==> config.mk <==
export PLATFORM = sky130hd
export DESIGN_NAME = sbyc_top
export DESIGN_NICKNAME = d
export VERILOG_FILES = /design/src/verilog/sbyc_pkg.sv /design/src/verilog/sbyc_io_if.sv /design/src/verilog/sbyc_io_gate.sv /design/src/verilog/sbyc_top.sv
export SDC_FILE = /design/constraint.sdc
export NUM_CORES = 1
export LEC_CHECK = 0
export ABC_AREA = 1
export BUFFER_PORTS_ARGS = -buffer_cell sky130_fd_sc_hd__buf_4
export CORE_UTILIZATION = 45
export DETAILED_ROUTE_END_ITERATION = 7
export PLACE_DENSITY = 0.72
export SYNTH_ARGS = -nofsm -noshare
export SYNTH_HDL_FRONTEND = slang
export SYNTH_HIERARCHICAL = 1
export SYNTH_SLANG_ARGS = --single-unit
==> constraint.sdc <==
create_clock -name CLK_I -period 1.17 [get_ports CLK_I]
set_clock_uncertainty 0.1 [all_clocks]
set_input_delay 0.0585 -clock CLK_I [delete_from_list [all_inputs] [get_ports CLK_I]]
set_output_delay 0.0585 -clock CLK_I [all_outputs]
set_load 0.01 [all_outputs]
==> src/verilog/sbyc_pkg.sv <==
package sbyc_pkg;

	// ==========================================================
	// Signal polarities
	localparam logic REQ_ASSERTED    = 1'h0;
	localparam logic PERMIT_ASSERTED = 1'h1;

	// ==========================================================
	// Timing counts
	localparam int unsigned HOUSEKEEP_CYCLES = 4;
	localparam logic [2:0]  HOUSEKEEP_LAST   = 3'(HOUSEKEEP_CYCLES - 1);

	// ==========================================================
	// Reset values
	localparam logic        RST_SUPPLY_OK = 1'h0;
	localparam logic [2:0]  RST_COUNT     = 3'h0;

	// ==========================================================
	// Sequencer states
	typedef enum logic [1:0] {
		SBYC_RUN,
		SBYC_HOUSEKEEP,
		SBYC_STANDBY
	} sbyc_state_e;

endpackage

==> src/verilog/sbyc_io_if.sv <==
`timescale 1ns/100ps
// ==========================================================
// Output gating signals between sequencer and I/O gate
interface sbyc_io_if;
	logic       supply_ok;
	logic [7:0] out_data;
	logic [7:0] pad_out;
	logic [7:0] pad_oe_n;

	modport seq
	(
		output supply_ok,
		output out_data,
		input  pad_out,
		input  pad_oe_n
	);
	modport gate
	(
		input  supply_ok,
		input  out_data,
		output pad_out,
		output pad_oe_n
	);
endinterface

==> src/verilog/sbyc_io_gate.sv <==
`timescale 1ns/100ps
// ==========================================================
// Per-pin tristate gate
module sbyc_io_gate
(
	sbyc_io_if.gate io
);
	// One gate per user output
	genvar g;
	generate
		for (g = 0; g < 8; g++)
		begin : g_pin
			assign io.pad_out[g]  = io.supply_ok & io.out_data[g];
			assign io.pad_oe_n[g] = ~io.supply_ok;
		end
	endgenerate
endmodule

==> src/verilog/sbyc_top.sv <==
`timescale 1ns/100ps
module sbyc_top
(
	input  wire logic       CLK_I,
	input  wire logic       RSTN_I,
	input  wire logic       STANDBY_REQUEST_PIN_N_I,
	input  wire logic       STANDBY_PERMIT_I,
	input  wire logic       CORE_SUPPLY_OK_I,
	input  wire logic       IO_SUPPLY_OK_I,
	input  wire logic [7:0] USER_OUT_I,
	output logic            STANDBY_ENTERED_O,
	output logic            CLOCK_GATE_O,
	output logic [7:0]      PAD_OUT_O,
	output logic [7:0]      PAD_OE_N_O
);

	// ==========================================================
	// Reset release synchroniser
	logic rst_meta_ff;
	logic rst_sync_n_ff;
	logic rst_n;

	// Asserts at once, lifts on the second edge after the pin is released
	always_ff @(posedge CLK_I or negedge RSTN_I)
	begin
		if (!RSTN_I)
		begin
			rst_meta_ff   <= 1'h0;
			rst_sync_n_ff <= 1'h0;
		end
		else
		begin
			rst_meta_ff   <= 1'h1;
			rst_sync_n_ff <= rst_meta_ff;
		end
	end

	// Internal reset for the rest of the block
	assign rst_n = rst_sync_n_ff;

	// ==========================================================
	// State record
	typedef struct packed {
		logic                      req_meta;
		logic                      req_n;
		logic                      core_meta;
		logic                      core_ok;
		logic                      io_meta;
		logic                      io_ok;
		logic [2:0]                count;
		sbyc_pkg::sbyc_state_e     state;
		logic                      entered;
		logic                      clk_gate;
	} sbyc_state_s;

	sbyc_state_s cur_ff;
	sbyc_state_s nxt_cur;

	// Entry condition; permit is consulted nowhere else
	function automatic logic entry_ok(input logic req_n, input logic permit);
		entry_ok = (req_n == sbyc_pkg::REQ_ASSERTED) &&
			(permit == sbyc_pkg::PERMIT_ASSERTED);
	endfunction

	// ==========================================================
	// Next state
	always_comb
	begin
		nxt_cur           = cur_ff;
		nxt_cur.req_meta  = STANDBY_REQUEST_PIN_N_I;
		nxt_cur.req_n     = cur_ff.req_meta;
		nxt_cur.core_meta = CORE_SUPPLY_OK_I;
		nxt_cur.core_ok   = cur_ff.core_meta;
		nxt_cur.io_meta   = IO_SUPPLY_OK_I;
		nxt_cur.io_ok     = cur_ff.io_meta;
		unique case (cur_ff.state)
			sbyc_pkg::SBYC_RUN:
			begin
				nxt_cur.entered  = 1'h0;
				nxt_cur.clk_gate = 1'h0;
				nxt_cur.count    = sbyc_pkg::RST_COUNT;
				if (entry_ok(cur_ff.req_n, STANDBY_PERMIT_I))
					nxt_cur.state = sbyc_pkg::SBYC_HOUSEKEEP;
			end
			sbyc_pkg::SBYC_HOUSEKEEP:
			begin
				if (cur_ff.req_n != sbyc_pkg::REQ_ASSERTED)
					nxt_cur.state = sbyc_pkg::SBYC_RUN;
				else if (cur_ff.count == sbyc_pkg::HOUSEKEEP_LAST)
				begin
					nxt_cur.clk_gate = 1'h1;
					nxt_cur.entered  = 1'h1;
					nxt_cur.state    = sbyc_pkg::SBYC_STANDBY;
				end
				else
					nxt_cur.count = cur_ff.count + 3'h1;
			end
			sbyc_pkg::SBYC_STANDBY:
			begin
				if (cur_ff.req_n != sbyc_pkg::REQ_ASSERTED)
				begin
					nxt_cur.entered  = 1'h0;
					nxt_cur.clk_gate = 1'h0;
					nxt_cur.state    = sbyc_pkg::SBYC_RUN;
				end
			end
		endcase
	end

	// State register
	always_ff @(posedge CLK_I or negedge rst_n)
	begin
		if (!rst_n)
		begin
			cur_ff           <= '0;
			cur_ff.req_meta  <= 1'h1;
			cur_ff.req_n     <= 1'h1;
			cur_ff.core_meta <= sbyc_pkg::RST_SUPPLY_OK;
			cur_ff.core_ok   <= sbyc_pkg::RST_SUPPLY_OK;
			cur_ff.io_meta   <= sbyc_pkg::RST_SUPPLY_OK;
			cur_ff.io_ok     <= sbyc_pkg::RST_SUPPLY_OK;
			cur_ff.state     <= sbyc_pkg::SBYC_RUN;
		end
		else
			cur_ff <= nxt_cur;
	end

	// ==========================================================
	// Output data register and tristate gate
	sbyc_io_if io ();
	logic [7:0] out_data_ff;

	always_ff @(posedge CLK_I or negedge rst_n)
	begin
		if (!rst_n)
			out_data_ff <= 8'h00;
		else
			out_data_ff <= USER_OUT_I;
	end

	assign io.supply_ok = cur_ff.core_ok & cur_ff.io_ok;
	assign io.out_data  = out_data_ff;

	sbyc_io_gate u_gate
	(
		.io (io.gate)
	);

	// Top outputs
	assign PAD_OUT_O         = io.pad_out;
	assign PAD_OE_N_O        = io.pad_oe_n;
	assign STANDBY_ENTERED_O = cur_ff.entered;
	assign CLOCK_GATE_O      = cur_ff.clk_gate;

	// ==========================================================
	// Checks
	// Sequencer entry, abort and exit
	a_no_entry_alone: assert property (@(posedge CLK_I) disable iff (!rst_n)
		(cur_ff.state == sbyc_pkg::SBYC_RUN && !STANDBY_PERMIT_I) |=>
		cur_ff.state != sbyc_pkg::SBYC_HOUSEKEEP)
		else $error("standby left run without permit");
	a_entry_start: assert property (@(posedge CLK_I) disable iff (!rst_n)
		(cur_ff.state == sbyc_pkg::SBYC_RUN && !cur_ff.req_n && STANDBY_PERMIT_I) |=>
		cur_ff.state == sbyc_pkg::SBYC_HOUSEKEEP)
		else $error("entry not started");
	a_exit_on_release: assert property (@(posedge CLK_I) disable iff (!rst_n)
		(cur_ff.entered && cur_ff.req_n) |=> !STANDBY_ENTERED_O)
		else $error("standby not left on release");
	a_abort_release: assert property (@(posedge CLK_I) disable iff (!rst_n)
		(cur_ff.state == sbyc_pkg::SBYC_HOUSEKEEP && cur_ff.req_n) |=>
		(cur_ff.state == sbyc_pkg::SBYC_RUN && !STANDBY_ENTERED_O))
		else $error("housekeeping not aborted on release");
	a_entered_delay: assert property (@(posedge CLK_I) disable iff (!rst_n)
		$rose(STANDBY_ENTERED_O) |-> $past(cur_ff.state, 2) == sbyc_pkg::SBYC_HOUSEKEEP
		&& CLOCK_GATE_O)
		else $error("entered flag early");
	a_entry_on_count: assert property (@(posedge CLK_I) disable iff (!rst_n)
		(cur_ff.state == sbyc_pkg::SBYC_HOUSEKEEP && !cur_ff.req_n &&
		cur_ff.count == sbyc_pkg::HOUSEKEEP_LAST) |=> (STANDBY_ENTERED_O && CLOCK_GATE_O))
		else $error("entered flag missing after housekeeping");
	a_run_quiet: assert property (@(posedge CLK_I) disable iff (!rst_n)
		(cur_ff.state == sbyc_pkg::SBYC_RUN) |->
		(!STANDBY_ENTERED_O && !CLOCK_GATE_O))
		else $error("entered flag raised while running");
	a_permit_only_gate: assert property (@(posedge CLK_I) disable iff (!rst_n)
		(cur_ff.state == sbyc_pkg::SBYC_STANDBY && !cur_ff.req_n) |=>
		cur_ff.state == sbyc_pkg::SBYC_STANDBY)
		else $error("permit affected standby");
	a_housekeep_hold: assert property (@(posedge CLK_I) disable iff (!rst_n)
		(cur_ff.state == sbyc_pkg::SBYC_HOUSEKEEP && !cur_ff.req_n &&
		cur_ff.count != sbyc_pkg::HOUSEKEEP_LAST) |=> cur_ff.state == sbyc_pkg::SBYC_HOUSEKEEP)
		else $error("permit affected housekeeping");
	// Pad gating around supply ramps
	a_tristate_down: assert property (@(posedge CLK_I) disable iff (!rst_n)
		!(cur_ff.core_ok && cur_ff.io_ok) |-> PAD_OE_N_O == 8'hff)
		else $error("pins driven without supply");
	a_drive_up: assert property (@(posedge CLK_I) disable iff (!rst_n)
		(cur_ff.core_ok && cur_ff.io_ok) |-> PAD_OE_N_O == 8'h00 &&
		PAD_OUT_O == out_data_ff)
		else $error("pins not driving buffer input");
	a_supply_sync: assert property (@(posedge CLK_I) disable iff (!rst_n)
		($fell(cur_ff.core_ok) || $fell(cur_ff.io_ok)) |-> PAD_OE_N_O == 8'hff)
		else $error("tristate late");

	// Scenario covers

	c_enter: cover property (@(posedge CLK_I) disable iff (!rst_n) $rose(STANDBY_ENTERED_O));
	c_exit: cover property (@(posedge CLK_I) disable iff (!rst_n) $fell(STANDBY_ENTERED_O));
	c_abort: cover property (@(posedge CLK_I) disable iff (!rst_n)
		cur_ff.state == sbyc_pkg::SBYC_HOUSEKEEP && cur_ff.req_n);
	c_power: cover property (@(posedge CLK_I) disable iff (!rst_n) $fell(PAD_OE_N_O[0]));

endmodule

==> results.md <==
- The run finished, with violations left.
- The checks that failed: negative setup slack.
- The final design utilization is 0.7437.
- Entering global routing, the biggest net connects 13 pins.
- The placeable core area is 1982 um2.
- The site row count is 16.
- Counting flops with an async set or reset pin after synthesis yields a share of 1.000.
- Grouping stages by cell kind, the critical path spends the most delay in flip-flops.
- TritonCTS built the clock tree.
- Of the total synthesized cell area, the portion taken by XOR and XNOR cells is 0.
- The detail-routed via count per cell is 4.383.
- The boundary pin count is 32.
- The post-synthesis area per instance is 10.28 um2.
- The launch point of the worst reg-to-reg path is cur_ff[4]$_DFFE_PN0P_.
- The flop and latch count out of synthesis is 22.
- The total standard cell area after synthesis is 965.9 um2.
- In the final routed layout, each cell accounts on average for 10.55 um.
- Counting every net in the synthesized netlist gives 114.
- The post-synthesis share of cell area spent on and, or, nand and nor gates is 0.1826.
- For this run, the slowest stage of the critical path takes 400 ps.
- The total count of max-transition violations in the final report is 0.
- The complex-gate fraction of the synthesized area is 0.02332.
- The category of the worst setup path capture point is a flop.
- The most used flip-flop cell after synthesis is sky130_fd_sc_hd__dfrtp_1.
- The kind of start point of the critical path is a flop.
- In this run the number of H-tree levels came out at 1.
- The worst hold path belongs to the class input port to flop.
- The via count of the first global-routing pass came to 813.
- The tree is rooted in a sky130_fd_sc_hd__clkbuf_4.
- Setup repair after global routing could not meet its margin everywhere.
- For the worst flop-to-flop path, the logic depth is 6.
- The wire length reported by the detailed router is 1.762 mm.
- The clock-pin slew of the registers on the worst-case setup and hold paths is 110 ps.
- The final layout net count is 161.
- Along the worst path, the maximum fanout reaches 4.
- Counting I/O delays and the setup requirement, the final critical path takes 1334 ps.
- Following the worst setup path forward leads to its endpoint at cur_ff[5]$_DFFE_PN0P_.
- For this block, the initial DRC count from the detailed router was 7.
- The fraction of the yosys area taken by sequential cells is 0.5725.
- The critical-path cell with the highest stage delay is sky130_fd_sc_hd__dfrtp_1.
- In the synthesized netlist, the number of instances is 94.
- The later pin in the worst-skew pair is clocked with a latency of 300 ps.
- The final setup violation count is 22.
- At the placement stage, the worst setup path has a slack of -180.4 ps.
- Across the run, the number of max-cap violations was 0.
- The count of different cell masters after synthesis is 18.
- In this run the deepest clock path goes through 2 buffers.
- The number of optimization iterations in the first detailed-route pass is 4.
- Summed over all failing endpoints, the final setup total negative slack is -1531 ps.
- Routability-driven placement finished with a final weighted congestion of 0.7296.
- Counting both buffers and inverters, the worst setup path holds a total of 0.
- The worst path arrival time is 1430 ps.
- The clock buffer count from CTS is 3.
- In the finished design, the share of the clock period the worst path needs comes to 1.140.
- The first global-routing pass estimated 3.111 mm of wire.
- The cell count along the critical path is 6.
- The count of flip-flops with a built-in enable after synthesis is 0.
- The number of diodes is 0.
- Of the cells placed in the final design, the portion with a size suffix greater than 1 is 0.4571.
- Of the total synthesized cell area, the portion taken by full adders, half adders and majority gates is 0.07772.
- The die is 48.33 um wide.
- The filler cells instantiated in the layout total 124.
- STA puts the critical path data required time at 1270 ps.
- The HPWL reported at the end of detailed placement is 1.213 mm.
- Across the VDD grid, the largest voltage drop is 1349 uV.
- Based on the critical path, the design can be clocked at up to 749.8 MHz.
- The die covers 2336 um2.
- The via count of the routed design is 732.
- The total number of yosys warnings is 6.
- The number of hold-slack violations in the final timing report is 0.
- The launch point of the worst path is cur_ff[4]$_DFFE_PN0P_.
- After synthesis, the largest family of logic cells by area is simple AND/OR/NAND/NOR gates.
- Power spread over the standard cell area amounts to 1714 nW/um2.
- The floorplan die height is 48.33 um.
- By startpoint and endpoint, the worst setup path is classified as flop to flop.
- After detailed routing, the number of remaining DRC violations is 0.
- For this design the static power due to leakage is 0.7860 nW.
- In this run the register-to-register setup slack is -160 ps.
- The detail route stage leaves a number of antenna-violating nets equal to 0.
- The critical path goes through ha_2, ha_4, o21ai_4, o21ai_2, nand2_1, nand2_1.
- For this run, the total global-route usage over all layers was measured as 0.1734.
- The endpoint identified for the worst register-to-register timing path is cur_ff[5]$_DFFE_PN0P_.
- In this run the tool buffered the top-level ports with 31 buffer cells.
- The initial utilization of the core area, before any placement, comes to 0.4874.
- The share of synthesized area spent on multiplexers is 0.
- The global route total overflow is 0.
- The initial antenna violation count is 0.
- The synthesis-to-layout area growth is 52.59%.
- In the post-route analysis, the smallest setup slack over all paths is -163.7 ps.
- The sink count of the clock tree is 22.
- The most used cell along the critical path is sky130_fd_sc_hd__nand2_1.
-- power breakdown --
group / internal [W] / total, W / switching, W / leakage [nW]
sequential: 0.000885 / 0.000962 / 0.0000771 / 0.262
clock: 0.000190 / 0.000401 / 0.000211 / 0.0210
combinational: 0.000576 / 0.00116 / 0.000587 / 0.503
total: 0.00165 / 0.00253 / 0.000875 / 0.786
-- flip-flops by register name (all words and copies together) (netlist names) --
signal             flops
STANDBY_ENTERED_O      1
io.out_data            8
rst_meta_ff            1
rst_n                  1
cur_ff                11
-- synth_stat cells (2+ instances only) --
cell | number | area [um2]
sky130_fd_sc_hd__buf_4 | 8 | 60.06
sky130_fd_sc_hd__dfrtp_1 | 20 | 500.5
sky130_fd_sc_hd__nand2_2 | 3 | 18.77
sky130_fd_sc_hd__o21ai_2 | 2 | 17.52
sky130_fd_sc_hd__nand3b_1 | 2 | 15.01
sky130_fd_sc_hd__ha_1 | 6 | 75.07
sky130_fd_sc_hd__nand4_1 | 2 | 12.51
sky130_fd_sc_hd__nand2_1 | 23 | 86.33
sky130_fd_sc_hd__inv_1 | 16 | 60.06
sky130_fd_sc_hd__nor2_1 | 2 | 7.510
sky130_fd_sc_hd__nand3_2 | 2 | 20.02
sky130_fd_sc_hd__dfstp_2 | 2 | 52.55
-- how the worst min path moves through the flow --
stage | end | depth (start not counted) | slack (ps) | from
finish | cur_ff[3]$_DFFE_PN0P_ | 5 | 40 | STANDBY_PERMIT_I
global route | cur_ff[2]$_DFFE_PN0P_ | 5 | 70 | STANDBY_PERMIT_I
CTS | cur_ff[3]$_DFFE_PN0P_ | 5 | 20 | STANDBY_PERMIT_I
detailed placement | rst_meta_ff$_DFF_PN0_ | 1 | -260 | RSTN_I
global placement | rst_meta_ff$_DFF_PN0_ | 1 | -260 | RSTN_I
floorplan | rst_meta_ff$_DFF_PN0_ | 0 | -340 | RSTN_I
-- layout by cell type (no fill, tap or decap), drive strengths merged --
master,instances
buf,38
nand2,27
dfrtp,20
inv,17
dlygate4sd3,13
ha,6
clkbuf,4
nand3,3
o21ai,3
nor2,2
nand4,2
nand3b,2
dfstp,2
conb,1
-- routing by layer --
metal	share of wire	vias up	wire, um	global-route usage
li1	-	362	-	-
met1	0.37	344	656	0.1642
met2	0.57	20	1004	0.3474
met3	0.040	6	70	0.03459
met4	0.017	0	30	0.08333
met5	0	-	0	0
-- what timing repair did --
item	4_1_cts	5_1_grt
endpoints found under the setup margin	22	22
pin swaps	5	0
buffers inserted	4	0
resized for setup	20	3
hold buffers	13	0
endpoints found under the hold margin	13	0
-- worst min-delay path: cells and delay by family --
kind,cells,cell delay (ps)
buf+inv,1,80
simple gates,4,270
-- cell type report --
type / count / area, um2 / area share
inverters: 17 / 76.32 / 0.05178
clock buffers: 4 / 36.28 / 0.02462
multi-input cells: 46 / 332.8 / 0.2258
well taps: 27 / 33.78 / 0.02292
flip-flops and latches: 22 / 553.0 / 0.3752
repair buffers: 51 / 441.7 / 0.2997
-- through the flow --
| stage | std cells | hold WS, ps | total power, W | cell area, um2 |
|---|---|---|---|---|
| 2_1_floorplan | 94 | -337.1 | 0.001651 | 988.4 |
| 3_3_place_gp | 146 | -259.3 | 0.001859 | 1206 |
| 3_5_place_dp | 146 | -256.3 | 0.001900 | 1206 |
| 4_1_cts | 167 | 23.61 | 0.002549 | 1466 |
| 5_1_grt | 167 | 67.80 | 0.002712 | 1474 |
| 6_report | 167 | 43.71 | 0.002526 | 1474 |
-- cells by family (layout without fill, tap and decap cells) --
| family | Yosys count | after routing |
|---|---|---|
| other | 1 | 1 |
| AO/OA/AOI/OAI | 3 | 3 |
| adder cells (fa/ha/maj) | 6 | 6 |
| buffers and inverters | 26 | 72 |
| AND/OR/NAND/NOR | 36 | 36 |
| flip-flops | 22 | 22 |
Note: power is estimated with default switching activity, not from simulation.
